## src/rtl/imu_cmd_map.vh

```
`ifndef IMU_CMD_MAP_VH
`define IMU_CMD_MAP_VH

// Packet framing.
`define START_BYTE 8'ha5
`define HDR_ADDR_MSB 6
`define HDR_ADDR_LSB 4
`define HDR_CMD_MSB 3
`define HDR_CMD_LSB 0

// Command codes.
`define CMD_PING 4'h0
`define CMD_GET 4'h1
`define CMD_SET 4'h2
`define CMD_STREAM 4'h5
`define CMD_DIAG 4'h8

// Register offsets.
`define REG_TEST_LOW 8'h24
`define REG_CONT_TEST 8'h26
`define REG_TEST_HIGH 8'h28
`define REG_STATUS_FLAGS 8'h59
`define REG_STREAM_TIMEOUT 8'h9f
`define REG_RATE_DIV 8'h02
`define REG_BAUD_DIV 8'h03
`define REG_AUTO_STREAM 8'h04
`define REG_FLASH_OP 8'hff
`define FLASH_SAVE 8'h00
`define FLASH_RESTORE 8'h01

// Reset values, limits and the fault bit position.
`define RATE_DIV_DEFAULT 8'h05
`define RATE_DIV_MIN 8'h05
`define RATE_DIV_MAX 8'h0a
`define BAUD_DIV_DEFAULT 8'h08
`define BAUD_MAX 921600
`define STATUS_FAULT_BIT 3

// Timing, in microseconds, milliseconds and clock cycles at 100 MHz.
`define CLK_MHZ 100
`define UPDATE_PERIOD_US 1000
`define UPDATE_CYCLES (`UPDATE_PERIOD_US * `CLK_MHZ)
`define STARTUP_MS 200
`define STARTUP_CYCLES (`STARTUP_MS * 1000 * `CLK_MHZ)
`define CMD_LIMIT_MS 5
`define CMD_LIMIT_CYCLES (`CMD_LIMIT_MS * 1000 * `CLK_MHZ)
`define DIAG_CYCLES_DEFAULT 100000000

`endif

```

## src/rtl/imu_cmd_core.v

```verilog
`timescale 1ns/1ps
`include "imu_cmd_map.vh"
// How it works
// - Packets start 0xa5, header, body, checksum.
// - Header holds spare, address, command nibble.
// - Checksum negates sum of earlier bytes.
// - Multi-byte words go low byte first.
// - Replies begin with echoed header.
// - Data replies end with checksum.
// - Packets at 1 kHz over rate divisor.
// - Baud divisor accepted, any nonzero value applied.
// - Busy transmitter drops new data packets.
// - Ping echoes, or stops streaming silently.
// - Get returns header, register byte, checksum.
// - Set acknowledges only valid applied writes.
// - Index 0xff saves or restores defaults.
// - Start streaming silently; no acks while streaming.
// - Diagnostics fills test registers, then echoes.
// - Get, set, diagnostics ignored while streaming.
// - Ordinary commands finish within 5 ms.
// - Unknown or invalid commands stay silent.
// - Continuous test flags cleared each frame.
// - Quick test runs once at startup.
// - Sequence count advances per packet.
// - Saved auto-stream starts after startup.
// - Character format 8N1, default 115200.
// - Reply on interface last commanded.
module imu_cmd_core #(
  parameter UPDATE_CYCLES = `UPDATE_CYCLES,
  parameter STARTUP_CYCLES = `STARTUP_CYCLES,
  parameter DIAG_CYCLES = `DIAG_CYCLES_DEFAULT
) (
  input wire clk_sys,
  input wire resetn,
  input wire [7:0] rx_data,
  input wire rx_valid,
  input wire rx_from_spi,
  input wire tx_ready,
  input wire bootloader_exit,
  input wire cont_test_fail,
  input wire [15:0] cont_test_code,
  input wire [15:0] self_test_low,
  input wire [23:0] self_test_high,
  output reg [7:0] tx_data_r,
  output reg tx_valid_r,
  output reg tx_last_r,
  output reg tx_to_spi_r,
  output reg stream_pkt_r,
  output reg [7:0] packet_sequence_count_r,
  output reg fault_flag_r,
  output reg streaming_r,
  output reg [7:0] baud_div_r,
  output reg flash_save_r,
  output reg packet_dropped_r
);

// Parser states.
localparam P_HUNT = 4'b0001;
localparam P_HDR = 4'b0010;
localparam P_BODY = 4'b0100;
localparam P_SUM = 4'b1000;
// Reply states.
localparam T_IDLE = 3'b001;
localparam T_SEND = 3'b010;
localparam T_DIAG = 3'b100;

reg [255:0] regs_flat_r;
reg [3:0] pst_r;
reg [2:0] tst_r;
reg [7:0] hdr_r;
reg [7:0] b0_r;
reg [7:0] b1_r;
reg [1:0] bcnt_r;
reg [7:0] sum_r;
reg [7:0] rate_div_r;
reg [7:0] stream_timeout_r;
reg auto_stream_r;
reg [15:0] test_low_r;
reg [15:0] cont_r;
reg [23:0] test_high_r;
reg [7:0] rep0_r;
reg [7:0] rep1_r;
reg [7:0] rep2_r;
reg [1:0] rlen_r;
reg [1:0] ridx_r;
reg [31:0] diag_cnt_r;
reg [31:0] start_cnt_r;
reg startup_done_r;
reg boot_seen_r;
reg pkt_busy_r;
reg [7:0] rd_byte;
reg [1:0] need;
wire update_tick;
wire packet_tick;
wire [3:0] cmd = hdr_r[`HDR_CMD_MSB:`HDR_CMD_LSB];
wire [7:0] sum_in = sum_r + rx_data;

update_divider #(
  .UPDATE_CYCLES(UPDATE_CYCLES)
) u_div (
  .clk_sys(clk_sys),
  .resetn(resetn),
  .rate_div(rate_div_r),
  .update_tick_r(update_tick),
  .packet_tick_r(packet_tick)
);

// Body length per command; zero-byte bodies skip straight to the checksum.
always @* begin
  case (rx_data[`HDR_CMD_MSB:`HDR_CMD_LSB])
    `CMD_GET: need = 2'd1;
    `CMD_SET: need = 2'd2;
    `CMD_DIAG: need = 2'd1;
    default: need = 2'd0;
  endcase
end

// Register read mux; unmapped indices read as zero.
always @* begin
  case (b0_r)
    `REG_RATE_DIV: rd_byte = rate_div_r;
    `REG_BAUD_DIV: rd_byte = baud_div_r;
    `REG_AUTO_STREAM: rd_byte = {7'h0, auto_stream_r};
    `REG_STREAM_TIMEOUT: rd_byte = stream_timeout_r;
    `REG_TEST_LOW: rd_byte = test_low_r[7:0];
    `REG_TEST_LOW + 8'h01: rd_byte = test_low_r[15:8];
    `REG_CONT_TEST: rd_byte = cont_r[7:0];
    `REG_CONT_TEST + 8'h01: rd_byte = cont_r[15:8];
    `REG_TEST_HIGH: rd_byte = test_high_r[7:0];
    `REG_TEST_HIGH + 8'h01: rd_byte = test_high_r[15:8];
    `REG_TEST_HIGH + 8'h02: rd_byte = test_high_r[23:16];
    `REG_STATUS_FLAGS: rd_byte = {4'h0, fault_flag_r, 3'h0};
    default: rd_byte = 8'h00;
  endcase
end

// Main sequencer: parser, executor, reply and stream pacing.
always @(posedge clk_sys or negedge resetn) begin
  if (!resetn) begin
    regs_flat_r <= 256'h0;
    pst_r <= P_HUNT;
    tst_r <= T_IDLE;
    hdr_r <= 8'h00;
    b0_r <= 8'h00;
    b1_r <= 8'h00;
    bcnt_r <= 2'd0;
    sum_r <= 8'h00;
    rate_div_r <= `RATE_DIV_DEFAULT;
    baud_div_r <= `BAUD_DIV_DEFAULT;
    stream_timeout_r <= 8'h00;
    auto_stream_r <= 1'b0;
    test_low_r <= 16'h0;
    cont_r <= 16'h0;
    test_high_r <= 24'h0;
    rep0_r <= 8'h00;
    rep1_r <= 8'h00;
    rep2_r <= 8'h00;
    rlen_r <= 2'd0;
    ridx_r <= 2'd0;
    diag_cnt_r <= 32'h0;
    start_cnt_r <= 32'h0;
    startup_done_r <= 1'b0;
    boot_seen_r <= 1'b0;
    pkt_busy_r <= 1'b0;
    tx_data_r <= 8'h00;
    tx_valid_r <= 1'b0;
    tx_last_r <= 1'b0;
    tx_to_spi_r <= 1'b0;
    stream_pkt_r <= 1'b0;
    packet_sequence_count_r <= 8'h00;
    fault_flag_r <= 1'b0;
    streaming_r <= 1'b0;
    flash_save_r <= 1'b0;
    packet_dropped_r <= 1'b0;
  end else begin
    flash_save_r <= 1'b0;
    stream_pkt_r <= 1'b0;
    packet_dropped_r <= 1'b0;
    regs_flat_r <= regs_flat_r;
    if (bootloader_exit) begin
      boot_seen_r <= 1'b1;
    end
    if (boot_seen_r && !startup_done_r) begin
      if (start_cnt_r == STARTUP_CYCLES - 1) begin
        startup_done_r <= 1'b1;
        test_low_r <= self_test_low;
        test_high_r <= self_test_high;
        if (auto_stream_r) begin
          streaming_r <= 1'b1;
        end
      end else begin
        start_cnt_r <= start_cnt_r + 32'h1;
      end
    end
    if (packet_tick && streaming_r) begin
      packet_sequence_count_r <= packet_sequence_count_r + 8'h01;
      if (packet_sequence_count_r == 8'hff) begin
        cont_r <= cont_test_fail ? cont_test_code : 16'h0;
        fault_flag_r <= cont_test_fail;
      end else if (cont_test_fail) begin
        cont_r <= cont_r | cont_test_code;
        fault_flag_r <= 1'b1;
      end
      if (pkt_busy_r || tst_r != T_IDLE) begin
        packet_dropped_r <= 1'b1;
      end else begin
        stream_pkt_r <= 1'b1;
        pkt_busy_r <= 1'b1;
      end
    end
    if (pkt_busy_r && tx_ready) begin
      pkt_busy_r <= 1'b0;
    end
    if (rx_valid) begin
      case (pst_r)
        P_HUNT: begin
          if (rx_data == `START_BYTE) begin
            sum_r <= rx_data;
            pst_r <= P_HDR;
          end
        end
        P_HDR: begin
          hdr_r <= rx_data;
          sum_r <= sum_in;
          bcnt_r <= need;
          pst_r <= (need == 2'd0) ? P_SUM : P_BODY;
        end
        P_BODY: begin
          sum_r <= sum_in;
          if (bcnt_r == 2'd2 || (bcnt_r == 2'd1 && cmd != `CMD_SET)) begin
            b0_r <= rx_data;
          end else begin
            b1_r <= rx_data;
          end
          bcnt_r <= bcnt_r - 2'd1;
          if (bcnt_r == 2'd1) begin
            pst_r <= P_SUM;
          end
        end
        P_SUM: begin
          pst_r <= P_HUNT;
          if (sum_in == 8'h00 && tst_r == T_IDLE) begin
            tx_to_spi_r <= rx_from_spi;
            rep0_r <= hdr_r;
            ridx_r <= 2'd0;
            case (cmd)
              `CMD_PING: begin
                if (streaming_r) begin
                  streaming_r <= 1'b0;
                end else begin
                  rlen_r <= 2'd1;
                  tst_r <= T_SEND;
                end
              end
              `CMD_GET: begin
                if (!streaming_r) begin
                  rep1_r <= rd_byte;
                  rep2_r <= 8'h00 - (hdr_r + rd_byte);
                  rlen_r <= 2'd3;
                  tst_r <= T_SEND;
                end
              end
              `CMD_SET: begin
                if (!streaming_r) begin
                  rlen_r <= 2'd1;
                  tst_r <= T_SEND;
                  case (b0_r)
                    `REG_RATE_DIV: begin
                      if (b1_r >= `RATE_DIV_MIN && b1_r <= `RATE_DIV_MAX) begin
                        rate_div_r <= b1_r;
                      end else begin
                        tst_r <= T_IDLE;
                      end
                    end
                    `REG_BAUD_DIV: begin
                      if (b1_r != 8'h00) begin
                        baud_div_r <= b1_r;
                      end else begin
                        tst_r <= T_IDLE;
                      end
                    end
                    `REG_AUTO_STREAM: auto_stream_r <= b1_r[0];
                    `REG_STREAM_TIMEOUT: stream_timeout_r <= b1_r;
                    `REG_FLASH_OP: begin
                      if (b1_r == `FLASH_SAVE) begin
                        flash_save_r <= 1'b1;
                      end else if (b1_r == `FLASH_RESTORE) begin
                        rate_div_r <= `RATE_DIV_DEFAULT;
                        baud_div_r <= `BAUD_DIV_DEFAULT;
                        auto_stream_r <= 1'b0;
                        stream_timeout_r <= 8'h00;
                      end else begin
                        tst_r <= T_IDLE;
                      end
                    end
                    default: tst_r <= T_IDLE;
                  endcase
                end
              end
              `CMD_STREAM: begin
                streaming_r <= 1'b1;
                packet_sequence_count_r <= 8'h00;
              end
              `CMD_DIAG: begin
                if (!streaming_r) begin
                  diag_cnt_r <= 32'h0;
                  rlen_r <= 2'd1;
                  tst_r <= T_DIAG;
                end
              end
              default: tst_r <= T_IDLE;
            endcase
          end
        end
        default: pst_r <= P_HUNT;
      endcase
    end
    case (tst_r)
      T_IDLE: begin
        tx_valid_r <= 1'b0;
        tx_last_r <= 1'b0;
      end
      T_DIAG: begin
        if (diag_cnt_r == DIAG_CYCLES - 1) begin
          test_low_r <= self_test_low;
          test_high_r <= self_test_high;
          tst_r <= T_SEND;
        end else begin
          diag_cnt_r <= diag_cnt_r + 32'h1;
        end
      end
      T_SEND: begin
        if (!tx_valid_r || tx_ready) begin
          if (tx_valid_r && tx_last_r) begin
            tx_valid_r <= 1'b0;
            tx_last_r <= 1'b0;
            tst_r <= T_IDLE;
          end else begin
            tx_valid_r <= 1'b1;
            tx_data_r <= (ridx_r == 2'd0) ? rep0_r : (ridx_r == 2'd1) ? rep1_r : rep2_r;
            tx_last_r <= (ridx_r + 2'd1 == rlen_r);
            ridx_r <= ridx_r + 2'd1;
          end
        end
      end
      default: tst_r <= T_IDLE;
    endcase
  end
end

endmodule // imu_cmd_core

```

## src/rtl/update_divider.v

```verilog
`timescale 1ns/1ps
// Makes the 1 kHz update tick and a packet tick every rate_div updates.
module update_divider #(
  parameter UPDATE_CYCLES = 100000
) (
  input wire clk_sys,
  input wire resetn,
  input wire [7:0] rate_div,
  output reg update_tick_r,
  output reg packet_tick_r
);

reg [31:0] cyc_r;
reg [7:0] upd_r;

// The divisor is sampled at each wrap, so a change lands cleanly.
always @(posedge clk_sys or negedge resetn) begin
  if (!resetn) begin
    cyc_r <= 32'h0;
    upd_r <= 8'h0;
    update_tick_r <= 1'b0;
    packet_tick_r <= 1'b0;
  end else begin
    update_tick_r <= 1'b0;
    packet_tick_r <= 1'b0;
    if (cyc_r == UPDATE_CYCLES - 1) begin
      cyc_r <= 32'h0;
      update_tick_r <= 1'b1;
      if (upd_r >= rate_div - 8'h01) begin
        upd_r <= 8'h0;
        packet_tick_r <= 1'b1;
      end else begin
        upd_r <= upd_r + 8'h01;
      end
    end else begin
      cyc_r <= cyc_r + 32'h1;
    end
  end
end

endmodule // update_divider

```

## config.mk

```make
export PLATFORM = sky130hd
export DESIGN_NAME = imu_cmd_core
export DESIGN_NICKNAME = d
export VERILOG_FILES = /design/src/rtl/imu_cmd_core.v /design/src/rtl/update_divider.v
export VERILOG_INCLUDE_DIRS = /design/src /design/src/rtl
export SDC_FILE = /design/constraint.sdc
export NUM_CORES = 1
export LEC_CHECK = 0
export ABC_CLOCK_PERIOD_IN_PS = 4100
export BUFFER_PORTS_ARGS = -buffer_cell sky130_fd_sc_hd__clkbuf_2
export CELL_PAD_IN_SITES_DETAIL_PLACEMENT = 0
export CELL_PAD_IN_SITES_GLOBAL_PLACEMENT = 2
export CORE_MARGIN = 2
export CORE_UTILIZATION = 40
export CTS_CLUSTER_DIAMETER = 40
export DETAILED_ROUTE_END_ITERATION = 12
export MAX_ROUTING_LAYER = met4
export PLACE_DENSITY = 0.8
export SLEW_MARGIN = 10
export SYNTH_ARGS = -nofsm -noshare
export SYNTH_HDL_FRONTEND = slang
export SYNTH_SLANG_ARGS = --single-unit
```

## constraint.sdc

```tcl
create_clock -name clk_sys -period 4.1 [get_ports clk_sys]
set_input_delay 0.82 -clock clk_sys [delete_from_list [all_inputs] [get_ports clk_sys]]
set_output_delay 0.82 -clock clk_sys [all_outputs]
set_load 0.1 [all_outputs]
```

# --- After elaboration in Yosys (flattened, before gate mapping) ---
# Cells that the tools add are included.
totals:
  ff_bits: 282
  out_inout_bits: 32
classes:
  addsub: 11
  magnitude_cmp: 3
  eq_ne: 49
  muxes: 107
  n_bitwise: 5
  n_reduce_logical: 52
ops:
  columns: ["cell", "count"]
  rows:
  - ["2-to-1 mux 32 bit", 8]
  - ["2-to-1 mux 8 bit", 17]
  - ["2-to-1 mux 16 bit", 7]
  - ["adder 32 x 1 -> 32 bit, second input constant", 3]
  - ["2-to-1 mux 24 bit", 4]
  - ["case mux 8 bit (12 select lines)", 1]
  - ["case mux 8 bit (2 select lines)", 4]
  - ["== test 8 x 6 -> 1 bit, second input constant", 7]
  - ["== test 32 x 17 -> 1 bit, second input constant", 1]
  - ["== test 32 x 25 -> 1 bit, second input constant", 1]
  - ["== test 32 x 27 -> 1 bit, second input constant", 1]
  - ["== test 8 bit, second input constant", 4]
  - ["2-to-1 mux 1 bit", 31]
  - ["2-to-1 mux 3 bit", 9]
  - ["2-to-1 mux 2 bit", 12]
  - ["nonzero test 2 bit", 10]
  - ["inequality test 2 bit, second input constant", 9]
  - ["AND reduction 3 bit", 6]
  - ["AND reduction 9 bit", 2]
  - ["adder 8 x 1 -> 8 bit, second input constant", 2]
  - ["adder 8 bit", 2]
  - ["== test 8 x 2 -> 1 bit, second input constant", 2]
  - ["zero test 8 bit", 2]
  - ["OR 16 bit", 1]
  - ["43 further kinds", 81]

# --- Depth between registers and ports, before layout ---
depth:
  ltp_word: 12
  ltp_mapped: 18
  depth_no_buf: 16

# --- Modules after synthesis ---
# From an unflattened synthesis, not the netlist that was laid out.
unflattened:
  hier_cells: 1440
  hier_area_um2: 14551.5
by_module_without_submodules:
  columns: ["module", "instances", "cells_each", "area_each_um2"]
  rows:
  - ["imu_cmd_core", 1, 1226, 12319.3]
  - ["update_divider", 1, 214, 2232.1]

# --- Worst setup path before layout ---
# OpenSTA, ideal clock, no wires.
synth_timing:
  kind: "input -> register"
  from: "input rx_data[0]"
  to: "register rep1_r[7]"
  t_arrival_ns: 3.626
  required_time_ns: 3.975
  setup_slack_ns: 0.349
  stages: 11
  n_path_buf: 2
  path_cell_list: "ha_1 -> inv_1 -> fa_1 -> nand2b_1 -> a21o_1 -> a211o_1 -> or4_4 -> buf_6 -> nor4_4 -> buf_6 -> mux2_4"
synth_via:
  elab_chain_cells: 4
synth_rtl:
  columns: ["element", "line_no", "source"]
  rows:
  - ["start: declaration", "imu_cmd_core.v:35", "input wire [7:0] rx_data,"]
  - ["adder 8 bit", "imu_cmd_core.v:96", "wire [7:0] sum_in = sum_r + rx_data;"]
  - ["zero test 8 bit", "imu_cmd_core.v:242", "if (sum_in == 8'h00 && tst_r == T_IDLE) begin"]
  - ["logical AND 1 bit", "imu_cmd_core.v:242", null]
  - ["AND reduction 5 bit (no source line)", null, null]
  - ["end signal: assignment", "imu_cmd_core.v:257", "rep1_r <= rd_byte;"]
  - ["end: declaration", "imu_cmd_core.v:82", "reg [7:0] rep1_r;"]
# No other way between the ends.
# A chain may end at the register's enable or synchronous reset.

# --- Worst setup path after layout ---
layout_timing:
  from: "register b0_r[3]"
  to: "register rep2_r[7]"
layout_via:
  elab_chain_cells: 4
layout_rtl:
  columns: ["element", "line_no", "source"]
  rows:
  - ["start: declaration", "imu_cmd_core.v:71", "reg [7:0] b0_r;"]
  - ["start signal: assignment", "imu_cmd_core.v:231", "b0_r <= rx_data;"]
  - ["== test 8 x 7 -> 1 bit, or another cell as far along", "imu_cmd_core.v:120", "case (b0_r)"]
  - ["case mux 8 bit (12 select lines) *", "imu_cmd_core.v:120", null]
  - ["named net rd_byte[1]", "imu_cmd_core.v:91", "reg [7:0] rd_byte;"]
  - ["adder 8 bit *", "imu_cmd_core.v:258", "rep2_r <= 8'h00 - (hdr_r + rd_byte);"]
  - ["subtractor 1 x 8 -> 8 bit *", "imu_cmd_core.v:258", null]
  - ["end signal: assignment", "imu_cmd_core.v:258", null]
  - ["end: declaration", "imu_cmd_core.v:83", "reg [7:0] rep2_r;"]
# Mark *: on every way through the listed nets, which the timed path passes. The rest lies on a longest branch.

==> metrics.txt <==
status finished clean; post-synthesis sequential area ratio 48.2%; Chip Height 195 um; first-pass GRT wire length 63.9 mm; met1 usage 30.6%; clk buf depth 3; DP HPWL 27.7 mm; die area 38200 um2; critical path required time 4550 ps; CTS tree yes; crit-path max cell delay 560 ps; vias 11500; fin cells 2111; Max IR drop VDD 0.335 mV; PostCTS Resize Cnt 0; Core ar. 36300 um2; Root Driver clkbuf_16; Final ANT Viol Nets 0; commonest non-fill, non-tap cell in the layout dfrtp_1; PD cells 572 nW/um2; share of cells above drive strength 1 21.3%; Netlist Area Pre-Place 14700 um2; post-CTS setup buffer count 0; Final setup viols 0; Global Route met3 Usage 3.25%; drt first pass iters 4; post-synth top area cell dfrtp_1; Lkg Pwr 7.90 nW; Yosys top cell area share 47.3%; Crit Path Category register to register; vias per inst 5.44; Worst Path Buf+Inv 3; met2 Track Usage GR 31.8%; total global routing track utilization 21.5%; Mapped Cells 1459; Yosys warnings 0; syn_nets 1570; CTS H-tree lvls 2; Hold Crit Class input port to asynchronous set/reset pin; CP max stage cell a2111oi_1; EDFF count, synth 0; slew margin rel. 35.2%; Clk pin slew, worst setup/hold paths 50 ps; number of port buffers 102; post-route DRC violation count 0; startpoint types register; Top-Level Pins 103; final wirelength 38.8 mm; filler instances 3393; global route overflow 0; Placed Cells incl. Taps 2019; cell row count 70; Num CTS Buffers 49; Clock Latency Late Sink 570 ps; clk_skew 11.9 ps; clk sinks 282; Max-Cap Viols 0; Final Slew Violations 0; Yosys cell types 81; largest net degree at the start of global routing 97; share of flip-flops with an asynchronous set or reset 100%; Layout area overhead 20.4%; Post-layout nets 1713; Critical Path Fanout Max 17; post-route minimum period 3970 ps; Final Core Density 48.5%; Hold Buf Count CTS 0; crit-path leading delay family compound AO/OA/AOI/OAI gates; GRT Max-Usage Layer met2; synthesis-stage register bit count 282; syn avg cell area 10.0 um2; Layout Cell Area excl Fill 17600 um2; Die Wd 195 um; initial antenna violation count 0; Initial DRC Count 672; Placed Instance Area 15900 um2; post-DR wirelength/cell 18.4 um; Worst Tran Pin Value 966 ps; CP endpoint kind register; ANT cells 0; global placement routability congestion 0.870; fin crit share 96.8%; Fin. Hold Viols 0; most frequent cells in the layout dfrtp_1 (276), nand2_1 (147), clkbuf_2 (101); CP Cell Sequence buf_4 > and3b_1 > a22oi_1 > nor2_1 > a2111oi_1 > o21ai_0 > ha_1 > inv_1 > ha_1 > inv_1 > fa_1 > nor2b_1 > o21a_1 > o21a_1 > o211ai_1 > xnor2_1 > mux2_4; number of global-route vias before repair 11600; ranking of synthesized cells by area dfrtp_1 (47%), mux2_2 (5.9%), xnor2_1 (3.9%), nand2_1 (3.8%), ha_1 (3.2%); Worst EP arrival 4420 ps; most common flop cell mapped by yosys dfrtp_1; fmax 252 MHz; Starting Density 40.3%
cell type report:
class / count / area [um2] / area share, %
repair buffers: 146 / 876 / 4.96
inverters: 57 / 214 / 1.21
well taps: 468 / 586 / 3.32
multi-input cells: 1066 / 7170 / 40.7
flip-flops and latches: 282 / 7060 / 40.0
clock buffers: 56 / 1330 / 7.51
clock inverters: 36 / 407 / 2.30
registers in the layout (all words and copies together), names as in the netlist, 3 cells and up:
| register | count |
|---|---|
| cont_r | 16 |
| tx_data_r | 8 |
| baud_div_r | 8 |
| pst_r | 4 |
| sum_r | 8 |
| rep1_r | 8 |
| start_cnt_r | 32 |
| u_div.cyc_r | 32 |
| b0_r | 8 |
| test_low_r | 16 |
| test_high_r | 24 |
| diag_cnt_r | 32 |
| u_div.upd_r | 8 |
| rep0_r | 8 |
| rate_div_r | 8 |
| stream_timeout_r | 8 |
| packet_sequence_count_r | 8 |
| b1_r | 8 |
| rep2_r | 8 |
| tst_r | 3 |
| hdr_r | 8 |
per-stage QoR:
step	hold WS (ps)	setup TNS, ps	setup WS [ps]	power, mW
after global routing	267	-28.1	-28.1	10.7
after detailed placement	436	0	136	5.87
final	221	0	131	10.1
after floorplan	419	0	349	5.10
after CTS	233	0	122	10.2
after global placement	431	0	191	5.84
metal layers:
| layer | routed length, um | up-vias | part of all wire [%] |
|---|---|---|---|
| met1 | 19000 | 5618 | 49 |
| met2 | 17400 | 238 | 45 |
| met4 | 781 | 0 | 2.0 |
| met5 | 0 | - | 0 |
| li1 | - | 5577 | - |
| met3 | 1630 | 61 | 4.2 |
Yosys cell counts (29+ instances only):
master,n
a21oi_1,68
mux2_2,77
clkbuf_1,45
xnor2_1,65
nor2_1,93
xor2_1,29
nand3_1,51
inv_1,56
nor3_1,42
dfrtp_1,277
nand4_1,41
ha_1,38
o21ai_0,92
nand2_1,147
cells by family (layout without fill, tap and decap cells):
kind of cell,after synthesis,count (layout),share of synthesized area [%]
and+or+nand+nor,532,532,19.1
xor gates and xnor gates,94,94,5.62
muxes,105,105,7.91
adders and majority gates,40,40,3.52
buffers and inverters,111,295,3.03
DFF,282,282,48.2
AOI/OAI and AO/OA,295,295,12.6
power by group:
group          internal, mW  switching [mW]
Clock                  2.73            1.51
Sequential             3.03           0.271
Combinational          1.01            1.54
Total                  6.76            3.32
worst paths after layout:
path                                  from         endpoint  slack, ps  cells after the start
max                                b0_r[3]        rep2_r[7]        130                     17
min                                 resetn  start_cnt_r[26]        220                      1
max reg2reg                        b0_r[3]        rep2_r[7]        130                     17
min reg2reg                 startup_done_r   startup_done_r        440                      1
max in group asynchronous           resetn          b0_r[1]       2910                      2
min in group clk_sys       bootloader_exit      boot_seen_r        440                      2
No activity file was read; power rests on OpenSTA's default activity.
